**config.mk**
```make
export PLATFORM = sky130hd
export DESIGN_NAME = fifo_array_ctrl
export DESIGN_NICKNAME = d
export VERILOG_FILES = /design/src/design/fifo_ctrl_pkg.sv /design/src/design/fifo_array_ctrl.sv /design/src/design/word_buffer.sv
export SDC_FILE = /design/constraint.sdc
export NUM_CORES = 1
export LEC_CHECK = 0
export BUFFER_PORTS_ARGS = -buffer_cell sky130_fd_sc_hd__buf_4
export CAP_MARGIN = 20
export CORE_MARGIN = 4
export CORE_UTILIZATION = 42
export CTS_CLUSTER_SIZE = 8
export DETAILED_ROUTE_END_ITERATION = 10
export GPL_ROUTABILITY_DRIVEN = 0
export PLACE_DENSITY_LB_ADDON = 0.05
export SLEW_MARGIN = 15
export SYNTH_ARGS = -nofsm -noshare
export SYNTH_HDL_FRONTEND = slang
export SYNTH_SLANG_ARGS = --single-unit
```
**constraint.sdc**
```tcl
create_clock -name clk_sys -period 2.7 [get_ports clk_sys]
set_clock_uncertainty 0.1 [all_clocks]
set_input_delay 0.135 -clock clk_sys [delete_from_list [all_inputs] [get_ports clk_sys]]
set_output_delay 0.135 -clock clk_sys [all_outputs]
set_load 0.02 [all_outputs]
```
**src/design/fifo_ctrl_pkg.sv**
```systemverilog
package fifo_ctrl_pkg;
	localparam int WORD_W = 4;
	localparam int CLK_NS = 10;
	// least times round up to whole cycles
	localparam int MR_PULSE_NS = 15;
	localparam logic [3:0] MR_PULSE_CYC = 4'((MR_PULSE_NS + CLK_NS - 1) / CLK_NS);
	localparam int MR_RECOVER_NS = 5;
	localparam logic [3:0] MR_RECOVER_CYC = 4'((MR_RECOVER_NS + CLK_NS - 1) / CLK_NS);
	localparam int LOAD_HIGH_NS = 30;
	localparam logic [3:0] LOAD_HIGH_CYC = 4'((LOAD_HIGH_NS + CLK_NS - 1) / CLK_NS);
	localparam int PULL_LOW_NS = 25;
	localparam logic [3:0] PULL_LOW_CYC = 4'((PULL_LOW_NS + CLK_NS - 1) / CLK_NS);
	localparam int PULL_HIGH_NS = 17;
	localparam logic [3:0] PULL_HIGH_CYC = 4'((PULL_HIGH_NS + CLK_NS - 1) / CLK_NS);
	localparam int BUF_DEPTH = 2;
	localparam logic [3:0] CNT_ZERO = 4'h0;
	localparam logic [3:0] CNT_ONE = 4'h1;

	typedef enum logic [1:0] {INIT_PULSE, INIT_RECOVER, INIT_DONE} init_t;
	typedef enum logic [1:0] {IN_IDLE, IN_LOAD, IN_WAIT_FULL, IN_WAIT_INIT} in_t;
	typedef enum logic [1:0] {OUT_ARM, OUT_RELEASE, OUT_REARM} out_t;
endpackage : fifo_ctrl_pkg

```
**src/design/fifo_array_ctrl.sv**
```systemverilog
// Overview of operation
// - new input only after last slave full low; extract only when empty high
// - row master serial-input enable tied low; slaves chain from neighbour full
// - a master reset pulse must follow power-up before any operation
// - push-to-stack is best driven straight from the device's own input-full; here it is a registered copy of the synchronised full
`timescale 1ns/1ps
module fifo_array_ctrl
	import fifo_ctrl_pkg::*;
(
	input wire logic clk_sys,
	input wire logic nrst,
	// user write side
	input wire logic wr_valid,
	output logic wr_ready,
	input wire logic [fifo_ctrl_pkg::WORD_W-1:0] wr_data,
	// user read side
	output logic rd_valid,
	input wire logic rd_ready,
	output logic [fifo_ctrl_pkg::WORD_W-1:0] rd_data,
	// array pins
	output logic master_reset_n,
	output logic serial_in_enable_n,
	output logic serial_out_enable_n,
	output logic parallel_load,
	output logic [fifo_ctrl_pkg::WORD_W-1:0] load_data,
	output logic push_to_stack_n,
	output logic shift_in_clock_n,
	output logic pull_parallel,
	output logic pull_serial_n,
	output logic shift_out_clock_n,
	input wire logic input_full_n,
	input wire logic output_empty_n,
	input wire logic [fifo_ctrl_pkg::WORD_W-1:0] read_data
);
	import fifo_ctrl_pkg::*;

	typedef struct packed {
		init_t init;
		in_t in_st;
		out_t out_st;
		logic [3:0] init_cnt;
		logic [3:0] in_cnt;
		logic [3:0] out_cnt;
		logic mr_n;
		logic load;
		logic [WORD_W-1:0] ld_data;
		logic push_n;
		logic pull;
		logic [1:0] full_sy;
		logic [1:0] empty_sy;
		logic [WORD_W-1:0] rd_sy1;
		logic [WORD_W-1:0] rd_sy2;
	} ctrl_t;

	ctrl_t st_r;
	ctrl_t st_nxt;
	logic full_s;
	logic empty_s;
	logic running;
	logic buf_in_ready;
	logic cap_valid;

	assign full_s = st_r.full_sy[1];
	assign empty_s = st_r.empty_sy[1];
	assign running = (st_r.init == INIT_DONE);
	assign wr_ready = running && (st_r.in_st == IN_IDLE);
	// capture holds until the buffer takes it: only armed, with the last slave showing data held
	assign cap_valid = running && (st_r.out_st == OUT_ARM) && empty_s;

	// this controller is the row master's neighbour: its enables stay grounded
	assign serial_in_enable_n = 1'b0;
	assign serial_out_enable_n = 1'b0;
	// parallel mode only: serial strobes parked low as the device expects
	assign shift_in_clock_n = 1'b0;
	assign pull_serial_n = 1'b0;
	assign shift_out_clock_n = 1'b0;
	assign master_reset_n = st_r.mr_n;
	assign parallel_load = st_r.load;
	assign load_data = st_r.ld_data;
	assign push_to_stack_n = st_r.push_n;
	assign pull_parallel = st_r.pull;

	always_comb begin
		st_nxt = st_r;
		st_nxt.full_sy = {st_r.full_sy[0], input_full_n};
		st_nxt.empty_sy = {st_r.empty_sy[0], output_empty_n};
		st_nxt.rd_sy1 = read_data;
		st_nxt.rd_sy2 = st_r.rd_sy1;
		// automatic transfer: each completed word is pushed one cycle after the synchronised full falls
		st_nxt.push_n = full_s || !running;

		unique case (st_r.init)
			INIT_PULSE: begin
				st_nxt.mr_n = 1'b0;
				if (st_r.init_cnt >= MR_PULSE_CYC - CNT_ONE) begin
					st_nxt.init = INIT_RECOVER;
					st_nxt.init_cnt = CNT_ZERO;
					st_nxt.mr_n = 1'b1;
				end else
					st_nxt.init_cnt = st_r.init_cnt + CNT_ONE;
			end
			INIT_RECOVER: begin
				if (st_r.init_cnt >= MR_RECOVER_CYC - CNT_ONE)
					st_nxt.init = INIT_DONE;
				else
					st_nxt.init_cnt = st_r.init_cnt + CNT_ONE;
			end
			INIT_DONE: ;
			default: st_nxt.init = INIT_PULSE;
		endcase

		unique case (st_r.in_st)
			IN_IDLE: begin
				if (wr_valid && wr_ready) begin
					st_nxt.in_st = IN_LOAD;
					st_nxt.load = 1'b1;
					st_nxt.ld_data = wr_data;
					st_nxt.in_cnt = CNT_ZERO;
				end
			end
			IN_LOAD: begin
				if (st_r.in_cnt >= LOAD_HIGH_CYC - CNT_ONE) begin
					st_nxt.load = 1'b0;
					st_nxt.in_st = IN_WAIT_FULL;
				end else
					st_nxt.in_cnt = st_r.in_cnt + CNT_ONE;
			end
			// last slave full low: the whole row has taken the word
			IN_WAIT_FULL: begin
				if (!full_s)
					st_nxt.in_st = IN_WAIT_INIT;
			end
			// full stays low while the stack is full, so this is the stall point
			IN_WAIT_INIT: begin
				if (full_s)
					st_nxt.in_st = IN_IDLE;
			end
		endcase

		unique case (st_r.out_st)
			OUT_ARM: begin
				if (cap_valid && buf_in_ready) begin
					st_nxt.pull = 1'b0;
					st_nxt.out_cnt = CNT_ZERO;
					st_nxt.out_st = OUT_RELEASE;
				end else
					st_nxt.pull = running;
			end
			OUT_RELEASE: begin
				if (st_r.out_cnt >= PULL_LOW_CYC - CNT_ONE) begin
					if (!empty_s) begin
						st_nxt.pull = 1'b1;
						st_nxt.out_cnt = CNT_ZERO;
						st_nxt.out_st = OUT_REARM;
					end
				end else
					st_nxt.out_cnt = st_r.out_cnt + CNT_ONE;
			end
			// a high pulse shorter than the minimum could miss the next word
			OUT_REARM: begin
				if (st_r.out_cnt >= PULL_HIGH_CYC - CNT_ONE)
					st_nxt.out_st = OUT_ARM;
				else
					st_nxt.out_cnt = st_r.out_cnt + CNT_ONE;
			end
			default: st_nxt.out_st = OUT_ARM;
		endcase
	end

	always_ff @(posedge clk_sys or negedge nrst) begin
		if (!nrst) begin
			st_r <= '0;
			st_r.init <= INIT_PULSE;
			st_r.in_st <= IN_IDLE;
			st_r.out_st <= OUT_ARM;
			st_r.push_n <= 1'b1;
			st_r.full_sy <= 2'h3;
		end else
			st_r <= st_nxt;
	end

	word_buffer u_buf (
		.clk_sys(clk_sys),
		.nrst(nrst),
		.in_valid(cap_valid && (st_r.out_st == OUT_ARM)),
		.in_ready(buf_in_ready),
		.in_data(st_r.rd_sy2),
		.out_valid(rd_valid),
		.out_ready(rd_ready),
		.out_data(rd_data)
	);

	reset_first_a: assert property (@(posedge clk_sys) disable iff (!nrst)
		$rose(master_reset_n) |-> !$past(master_reset_n, 2))
		else $error("master reset pulse shorter than minimum");
	no_op_reset_a: assert property (@(posedge clk_sys) disable iff (!nrst)
		!master_reset_n |-> !wr_ready && !parallel_load && !pull_parallel)
		else $error("array driven during master reset");
	master_tie_a: assert property (@(posedge clk_sys) disable iff (!nrst)
		running |-> !serial_in_enable_n && !serial_out_enable_n)
		else $error("row master enable not grounded");
	push_follow_a: assert property (@(posedge clk_sys) disable iff (!nrst)
		running && $fell(full_s) |=> !push_to_stack_n)
		else $error("push did not follow input full");
	load_pulse_a: assert property (@(posedge clk_sys) disable iff (!nrst)
		wr_valid && wr_ready |=> parallel_load [*3] ##1 !parallel_load ##0 !wr_ready)
		else $error("parallel load pulse wrong");
	load_gate_a: assert property (@(posedge clk_sys) disable iff (!nrst)
		$fell(parallel_load) |-> !wr_ready throughout (##[0:1000] !full_s))
		else $error("new input before row full");
	pull_gate_a: assert property (@(posedge clk_sys) disable iff (!nrst)
		$fell(pull_parallel) && running |-> $past(empty_s))
		else $error("extraction without output data");
endmodule : fifo_array_ctrl

```
**src/design/word_buffer.sv**
```systemverilog
`timescale 1ns/1ps
module word_buffer
	import fifo_ctrl_pkg::*;
(
	input wire logic clk_sys,
	input wire logic nrst,
	input wire logic in_valid,
	output logic in_ready,
	input wire logic [fifo_ctrl_pkg::WORD_W-1:0] in_data,
	output logic out_valid,
	input wire logic out_ready,
	output logic [fifo_ctrl_pkg::WORD_W-1:0] out_data
);
	import fifo_ctrl_pkg::*;

	typedef struct packed {
		logic [BUF_DEPTH-1:0][WORD_W-1:0] mem;
		logic wr_idx;
		logic rd_idx;
		logic [1:0] count;
	} buf_t;

	buf_t st_r;
	buf_t st_nxt;
	logic do_in;
	logic do_out;

	assign in_ready = (st_r.count != 2'(BUF_DEPTH));
	assign out_valid = (st_r.count != 2'h0);
	assign out_data = st_r.mem[st_r.rd_idx];
	assign do_in = in_valid && in_ready;
	assign do_out = out_valid && out_ready;

	always_comb begin
		st_nxt = st_r;
		if (do_in) begin
			st_nxt.mem[st_r.wr_idx] = in_data;
			st_nxt.wr_idx = ~st_r.wr_idx;
		end
		if (do_out)
			st_nxt.rd_idx = ~st_r.rd_idx;
		if (do_in && !do_out)
			st_nxt.count = st_r.count + 2'h1;
		else if (!do_in && do_out)
			st_nxt.count = st_r.count - 2'h1;
	end

	always_ff @(posedge clk_sys or negedge nrst) begin
		if (!nrst)
			st_r <= '0;
		else
			st_r <= st_nxt;
	end
endmodule : word_buffer

```
==> flow_metrics.py, run 1 <==
metrics = {
    "cells_and_area": {
        "multi_input_area_sq_um": 982,
        "fill_cells": 469,
        "drive_gt1_share_pct": 28.6,
        "nets": 264,
        "ff_latch_area_sq_um": 1250,
        "area_growth_pct": 19.6,
        "insertedDiodeCount": 0,
    },
    "synth": {
        "muxShareOfSynthArea_pct": 11.8,
        "synth_compound_area_share_pct": 6.01,
        "yosysSeqAreaShare_pct": 53.4,
        "ys_ff_latch": 50,
        "yosysTopAreaCell": "dfrtp_1",
        "syn_inst": 190,
        "synth-edff-count": 0,
        "ys.flop_type": "dfrtp_1",
        "ys_top_cells_by_area": "dfrtp_1, ha_1, mux2_2",
        "synth_top_area_share_pct": 50.0,
        "synth_cell_types": 40,
        "synth_xor_area_share_pct": 2.24,
        "synth_top_family_by_area": "multiplexers",
        "synth_area_sq_um": 2350,
        "yosysWarnings": 0,
        "synth.avg_cell_area_sq_um": 12.4,
        "synth-simple-area-share_pct": 10.3,
        "async_reset_ff_share_pct": 100,
        "synth_fa_ha_area_share_pct": 10.6,
    },
    "floorplanning": {
        "row_count": 26,
        "start_util_pct": 44.6,
        "die_w_microns": 82.8,
        "core_sq_um": 5270,
        "die_y_microns": 82.8,
        "ios": 33,
        "dieArea_sq_um": 6860,
    },
    "setup_path": {
        "regToRegSetupSlack_ns": 0.59,
        "reg2reg_from": "st_r[20]",
        "path_max_fanout": 5,
        "timing.rr.end": "st_r[32]",
        "worst-setup-path-type": "reg2reg",
        "path_cells": "inv_1 -> ha_1 -> nor4_1 -> o21ai_0 -> o211ai_1 -> mux2_2",
        "ff2ff_path_depth": 6,
        "worst_ep_required_time_ns": 2.79,
        "worst_path_largest_cell_delay_ns": 0.52,
        "cp-start-kind": "flip-flop",
        "cp.arrival_ns": 2.20,
        "cp-end-kind": "flip-flop",
        "crit_buf_inv": 1,
        "cpMaxStageDelayCell": "nor4_1",
        "path_delay_family": "simple AND/OR/NAND/NOR gates",
    },
    "clock_network": {
        "cts_resized": 0,
        "cts_root_buf": "clkbuf_8",
        "cts_max_level": 2,
        "clock_latency_ns": 0.30,
        "cts_setup_buffers": 0,
        "cts_tree": "done",
        "clk_pin_slew_ns": 0.09,
        "clk_path_buf_depth": 2,
        "cts.sinks": 50,
        "cts_buffers": 5,
    },
    "sta": {
        "worst_pin_slew_ns": 0.609,
        "rsz0062_at_grt": "false",
        "hold_viol_final": 0,
        "fin_ws_ns": 0.590,
        "max_slew_margin_pct": 59.0,
        "finalSetupViolations": 0,
        "hold-worst-slack_ns": 0.0434,
        "final_max_slew_viol_count": 0,
        "setup_tns_ns": 0,
        "fin_crit_ns": 2.11,
        "max_freq_mhz": 474,
        "min_period_over_period_pct": 78.1,
    },
    "detailed_routing": {
        "drtAntennaViolNets": 0,
        "vias": 1429,
        "met1Wirelength_microns": 1750,
        "wl_met2_microns": 1950,
        "drt_iter0_drc": 49,
        "highest_layer": "met4",
        "vias_per_cell": 4.75,
        "wl_met3_microns": 173,
        "dr.pass1.iters": 3,
        "wl_per_cell_microns": 13.0,
        "totalWireLength_microns": 3920,
        "drc": 0,
    },
    "power": {
        "power.density_nw_per_um2": 1020,
        "p_leak_nw": 1.37,
        "ir_drop_mv": 0.486,
    },
    "worst_hold_path": {
        "min_path_type": "in2reg",
        "holdPathEnd": "u_buf.st_r[2]",
        "min_path_cells": 3,
        "hp-start": "rd_ready",
    },
    "global_routing": {
        "grt_pass1_wl_microns": 7240,
        "grt_use_total_pct": 12.9,
        "grt_max_degree": 51,
        "antenna_found_initial": 0,
        "grt_pass1_vias": 1497,
        "grt-ovfl-total": 0,
    },
    "placed_design": {
        "portBuffers": 27,
        "dp.final_hpwl_microns": 2900,
        "pre_cts_ws_ns": 0.584,
    },
    "run_status": {
        "status": "complete, no violations",
    },
    "flow_run": {
        "drv_cap": 0,
    },
}
==> flip-flops by register name, summed over array words and instances (netlist names) <==
signal,count
st_r,22
master_reset_n,1
full_s,1
pull_parallel,1
st_nxt,6
load_data,4
push_to_stack_n,1
empty_s,1
parallel_load,1
u_buf.st_r,12
==> metal layers <==
| metal | up-vias | GRT usage [%] |
|---|---|---|
| met3 | 6 | 4.26 |
| li1 | 702 | - |
| met5 | - | 0 |
| met4 | 0 | 4.46 |
| met1 | 698 | 16.3 |
| met2 | 23 | 20.9 |
==> power by group <==
part / total, mW / switching (mW) / internal (mW)
combinational: 1.27 / 0.637 / 0.636
clock: 0.492 / 0.233 / 0.259
sequential: 1.11 / 0.155 / 0.959
==> cell usage in the layout (no fill, tap or decap), types with 2 or more instances in the layout <==
cell | netlist | routed
conb_1 | 1 | 5
and2_1 | 4 | 4
xnor2_1 | 3 | 3
mux2_2 | 19 | 19
buf_4 | 9 | 28
nor2_1 | 15 | 15
nand4b_1 | 2 | 2
o21ai_0 | 5 | 5
or2_2 | 2 | 2
ha_1 | 20 | 20
clkbuf_8 | 0 | 8
dfstp_2 | 3 | 3
mux2_1 | 3 | 3
dfrtp_1 | 47 | 47
xor2_1 | 3 | 3
nand2_1 | 7 | 7
nor2b_1 | 4 | 4
inv_1 | 15 | 15
a31oi_1 | 2 | 2
a21oi_1 | 3 | 3
mux2i_1 | 3 | 3
dlygate4sd3_1 | 0 | 11
==> kinds of logic (layout without fill, tap and decap cells) <==
family	count (synthesis)	after routing
fa+ha+maj	20	20
mux	25	25
other cells	1	5
simple gates	44	44
xor+xnor	6	6
buf+inv	25	62
flops	50	50
compound gates	19	19
==> worst register-to-register path, cell delays in order (launching register included) <==
cell and delay [ns]:
dfrtp_1 0.42, inv_1 0.08, ha_1 0.20, nor4_1 0.52
o21ai_0 0.16, o211ai_1 0.16, mux2_2 0.37
==> cell type report <==
type	count	share of cell area, %
flip-flops and latches	50	44.6
multi-input cells	119	34.9
repair buffers	39	11.4
clock buffers	8	3.92
well taps	70	3.12
inverters	15	2.00
==> Yosys cell counts, drive strengths merged, types with 3 or more instances <==
| cell | count |
|---|---|
| dfrtp | 47 |
| a21oi | 4 |
| buf | 10 |
| o21ai | 5 |
| dfstp | 3 |
| mux2i | 3 |
| nor2 | 15 |
| inv | 15 |
| xnor2 | 3 |
| nor2b | 4 |
| mux2 | 22 |
| nand2 | 7 |
| and2 | 5 |
| xor2 | 3 |
| ha | 20 |
==> how the worst max path moves through the flow <==
| stage | start | end | slack [ns] | cells after the start |
|---|---|---|---|---|
| after floorplan | st_r[20] | st_r[32] | 0.77 | 6 |
| after global placement | st_r[20] | st_r[32] | 0.67 | 6 |
| after detailed placement | st_r[20] | st_r[32] | 0.58 | 6 |
| after CTS | st_r[20] | st_r[32] | 0.57 | 6 |
| after global routing | st_r[20] | st_r[32] | 0.30 | 6 |
| final | st_r[20] | st_r[32] | 0.59 | 6 |
==> through the flow <==
step	util (%)	cell area, sq um	cells	power (mW)
global route	53.3	2810	301	3.13
finish	53.3	2810	301	2.88
floorplan	-	2370	194	2.07
CTS	53.3	2810	301	2.93
global placement	49.2	2590	282	2.35
detailed placement	49.2	2590	282	2.41
==> what timing repair did <==
action,4_1_cts,5_1_grt
endpoints found under the setup margin,0,0
hold buffers,11,0
endpoints found under the hold margin,57,0
Power figures use the tool's default switching activity.
==> inputs of run 2 (changes only) <==
Clock period 2.7 ns to 2 ns, I/O delays scaled along.
==> flow_metrics.py, run 2 (synthesis gave the netlist of run 1 again) <==
metrics = {
    "run_status": {
        "status": "complete, no violations",
    },
    "detailed_routing": {
        "drt_iter0_drc": 54,
        "drtAntennaViolNets": 0,
        "totalWireLength_microns": 4000,
        "wl_per_cell_microns": 12.8,
        "vias_per_cell": 4.72,
        "drc": 0,
        "vias": 1476,
        "dr.pass1.iters": 4,
    },
    "setup_path": {
        "timing.rr.end": "st_r[20]",
        "worst_ep_required_time_ns": 2.08,
        "reg2reg_from": "st_r[20]",
        "crit_path_end": "st_r[20]",
        "ff2ff_path_depth": 5,
        "cp-startpoint": "st_r[20]",
        "cp-start-kind": "flip-flop",
        "cp-end-kind": "flip-flop",
        "regToRegSetupSlack_ns": 0.02,
        "path_max_fanout": 4,
        "cp.arrival_ns": 2.06,
        "worst-setup-path-type": "reg2reg",
    },
    "cells_and_area": {
        "layout_common_cells": "dfrtp_1, buf_4, mux2_2, ha_1, nor2_1",
        "mostFrequentLayoutCell": "dfrtp_1",
        "drive_gt1_share_pct": 35.4,
        "insertedDiodeCount": 0,
        "nets": 276,
        "regMostFlops": "st_r",
        "final_cells": 313,
        "largest_register_ffs": 22,
        "area_growth_pct": 25.0,
    },
    "placed_design": {
        "portBuffers": 27,
        "dp.final_hpwl_microns": 2940,
        "dpl.cell_count": 289,
    },
    "sta": {
        "max_slew_margin_pct": 59.4,
        "fin_crit_ns": 1.98,
        "setup_tns_ns": 0,
        "rsz0062_at_grt": "true",
        "final_max_slew_viol_count": 0,
        "hold-worst-slack_ns": 0.0171,
        "max_freq_mhz": 505,
        "min_period_over_period_pct": 99.1,
        "finalSetupViolations": 0,
        "worst_pin_slew_ns": 0.608,
        "hold_viol_final": 0,
    },
    "clock_network": {
        "clock_latency_ns": 0.29,
        "cts_max_level": 2,
        "cts_tree": "done",
        "clk_pin_slew_ns": 0.09,
        "cts_buffers": 5,
        "cts.sinks": 50,
        "cts_root_buf": "clkbuf_8",
        "clk_path_buf_depth": 2,
    },
    "global_routing": {
        "antenna_found_initial": 0,
        "grt_use_total_pct": 12.7,
        "grt_pass1_wl_microns": 7190,
        "grt_pass1_vias": 1592,
        "grt-ovfl-total": 0,
        "grt_max_degree": 51,
    },
    "floorplanning": {
        "start_util_pct": 44.6,
        "dieArea_sq_um": 6860,
        "row_count": 26,
        "ios": 33,
        "die_w_microns": 82.8,
        "die_y_microns": 82.8,
        "core_sq_um": 5270,
    },
    "worst_hold_path": {
        "min_path_type": "in2reg",
    },
    "power": {
        "p_leak_nw": 1.43,
        "power.density_nw_per_um2": 1420,
        "ir_drop_mv": 0.729,
        "finalPower_mw": 4.16,
    },
    "flow_run": {
        "drv_cap": 0,
    },
}
-- run 2: cell types whose count changed in the layout (fill, tap and decap cells not counted), sizes merged --
| cell | previous run | this run |
|---|---|---|
| clkbuf | 8 | 5 |
| clkinv | 0 | 2 |
| bufinv | 0 | 1 |
| buf | 28 | 40 |
-- run 2: worst min-delay path by stage --
stage / slack, ns / startpoint / cells past startpoint / endpoint
after floorplan: -0.30 / nrst / 0 / empty_s
after global placement: 0.05 / nrst / 1 / u_buf.st_r[9]
after detailed placement: 0.06 / nrst / 1 / u_buf.st_r[9]
after CTS: 0.02 / rd_ready / 3 / u_buf.st_r[2]
after global routing: 0.01 / rd_ready / 3 / u_buf.st_r[2]
final: 0.02 / rd_ready / 3 / u_buf.st_r[2]
-- run 2: routing by layer --
metal	share of wire, %	track usage (%)
met1	43	15.4
met3	4.7	3.27
met2	51	22.2
met5	0	0
met4	1.1	3.57
-- run 2: stage by stage --
| stage | setup slack [ns] | util, % | instance area [sq um] |
|---|---|---|---|
| finish | 0.0182 | 55.7 | 2940 |
| global route | -0.0426 | 55.7 | 2940 |
| CTS | 0.00675 | 55.2 | 2910 |
| detailed placement | -0.0330 | 50.2 | 2640 |
| global placement | 0.0410 | 50.2 | 2640 |
| floorplan | 0.0697 | - | 2370 |
-- run 2: report_power, final --
part	internal [mW]	switching (mW)
clock	0.368	0.315
combinational	1.04	0.932
sequential	1.29	0.211
total	2.70	1.46
-- run 2: repair_timing --
item / 4_1_cts / 5_1_grt
endpoints found under the setup margin: 4 / 6
pin swaps: 3 / 2
gates resized for setup: 8 / 3
endpoints found under the hold margin: 57 / 0
buffers inserted: 3 / 2
hold buffers: 11 / 0
-- run 2: cell type report --
cell class	count	area [sq um]
tap	70	87.6
inverter	15	56.3
clock inverter	3	40.0
sequential	50	1250
timing repair buffer	51	410
clock buffer	5	68.8
fill	492	2330
multi-input combinational	119	1020
-- run 2: critical path, cell delays in order, from the launching register on --
cell and delay (ns):
dfrtp_1 0.42, ha_2 0.19, or4b_4 0.49, a21oi_2 0.16, o211ai_2 0.17, mux2_4 0.34
==> inputs of run 3 (changes only) <==
Settings changed: BUFFER_PORTS_ARGS -buffer_cell sky130_fd_sc_hd__buf_4 to -buffer_cell sky130_fd_sc_hd__buf_2, CTS_BUF_LIST set to sky130_fd_sc_hd__clkbuf_4.
==> flow_metrics.py, run 3 (synthesis gave the netlist of run 1 again) <==
metrics = {
    "cells_and_area": {
        "largest_register_ffs": 22,
        "regMostFlops": "st_r",
        "fill_cells": 467,
        "nets": 275,
        "layout_common_cells": "dfrtp_1, buf_2, ha_1",
        "mostFrequentLayoutCell": "dfrtp_1",
        "drive_gt1_share_pct": 33.5,
        "multi_input_area_sq_um": 1000,
        "ff_latch_area_sq_um": 1250,
        "area_growth_pct": 19.9,
        "insertedDiodeCount": 0,
    },
    "detailed_routing": {
        "dr.pass1.iters": 3,
        "drc": 0,
        "drtAntennaViolNets": 0,
        "vias": 1477,
        "wl_met2_microns": 2100,
        "drt_iter0_drc": 52,
        "totalWireLength_microns": 4140,
        "vias_per_cell": 4.73,
        "met1Wirelength_microns": 1820,
        "wl_per_cell_microns": 13.3,
        "wl_met3_microns": 160,
        "highest_layer": "met4",
    },
    "setup_path": {
        "crit_buf_inv": 0,
        "worst_ep_required_time_ns": 2.18,
        "worst-setup-path-type": "reg2reg",
        "cp.arrival_ns": 2.18,
        "reg2reg_from": "st_r[20]",
        "cp-end-kind": "flip-flop",
        "cpMaxStageDelayCell": "or4b_4",
        "path_max_fanout": 3,
        "ff2ff_path_depth": 4,
        "cp-startpoint": "st_r[20]",
        "worst_path_largest_cell_delay_ns": 0.49,
        "path_cells": "ha_2 -> or4b_4 -> o211ai_1 -> mux2_2",
        "path_delay_family": "simple AND/OR/NAND/NOR gates",
        "cp-start-kind": "flip-flop",
        "timing.rr.end": "st_r[32]",
        "regToRegSetupSlack_ns": -0.003,
    },
    "sta": {
        "min_period_over_period_pct": 100,
        "max_slew_margin_pct": 57.4,
        "worst_pin_slew_ns": 0.638,
        "hold_viol_final": 0,
        "final_max_slew_viol_count": 0,
        "fin_crit_ns": 2.00,
        "finalSetupViolations": 2,
        "rsz0062_at_grt": "true",
        "max_freq_mhz": 499,
        "hold-worst-slack_ns": 0.166,
        "fin_ws_ns": -0.00288,
    },
    "power": {
        "p_leak_nw": 1.38,
        "power.density_nw_per_um2": 1360,
        "finalPower_mw": 3.82,
        "ir_drop_mv": 0.573,
    },
    "floorplanning": {
        "row_count": 26,
        "start_util_pct": 44.6,
        "dieArea_sq_um": 6860,
        "die_y_microns": 82.8,
        "core_sq_um": 5270,
        "ios": 33,
        "die_w_microns": 82.8,
    },
    "flow_run": {
        "drv_cap": 0,
    },
    "clock_network": {
        "cts_tree": "done",
        "clk_path_buf_depth": 2,
        "clock_latency_ns": 0.37,
        "cts_buffers": 5,
        "cts_max_level": 2,
        "cts.sinks": 50,
        "clk_pin_slew_ns": 0.16,
        "cts_root_buf": "clkbuf_4",
    },
    "global_routing": {
        "grt_pass1_wl_microns": 7290,
        "grt_use_total_pct": 13.0,
        "grt-ovfl-total": 0,
        "grt_pass1_vias": 1584,
        "grt_max_degree": 27,
        "antenna_found_initial": 0,
    },
    "run_status": {
        "violations": "setup timing",
        "status": "complete, but fails checks",
    },
    "placed_design": {
        "portBuffers": 27,
        "dp.final_hpwl_microns": 3010,
    },
    "worst_hold_path": {
        "min_path_type": "in2async",
    },
}
## run 3: cell count changes in the layout (fill, tap and decap cells not counted), sizes merged
cell	before	now
buf	40	38
bufinv	1	0
clkinv	2	1
dlygate4sd3	11	12
inv	15	17
## run 3: power breakdown
part	switching, mW	total, mW	internal, mW
combinational	0.917	1.82	0.902
clock	0.352	0.506	0.154
sequential	0.201	1.49	1.29
## run 3: how the worst max path moves through the flow
stage,to,slack [ns],depth (start not counted)
CTS,st_r[20],-0.0004,5
global route,st_r[32],-0.04,5
finish,st_r[32],-0.003,4
floorplan,st_r[32],0.07,6
detailed placement,st_r[21],-0.04,5
global placement,st_r[21],0.04,5
## run 3: through the flow
step           area (sq um)   TNS (ns)  setup slack [ns]  util (%)  cells
4_1_cts                2800  -0.000415         -0.000415      53.2    312
5_1_grt                2820     -0.145           -0.0439      53.5    312
2_1_floorplan          2370          0            0.0697         -    194
3_5_place_dp           2600    -0.0935           -0.0399      49.3    290
3_3_place_gp           2600          0            0.0421      49.3    290
6_report               2820   -0.00436          -0.00288      53.5    312
## run 3: final cells by class
cell class,count,area share (%)
flip-flops and latches,50,44.5
multi-input cells,119,35.6
repair buffers,50,12.4
well taps,70,3.11
inverters,15,2.00
clock buffers,5,1.33
clock inverters,3,1.02
## run 3: timing repair
action | CTS | global route
setup endpoints to repair | 3 | 5
pin swaps | 1 | 2
resized for setup | 1 | 5
endpoints found under the hold margin | 32 | 0
hold buffers | 12 | 0
buffers inserted | 2 | 0
## run 3: metal layers
layer | track usage, % | up-vias
met2 | 22.2 | 24
met5 | 0 | -
li1 | - | 727
met1 | 15.6 | 721
met3 | 3.86 | 5
met4 | 4.16 | 0
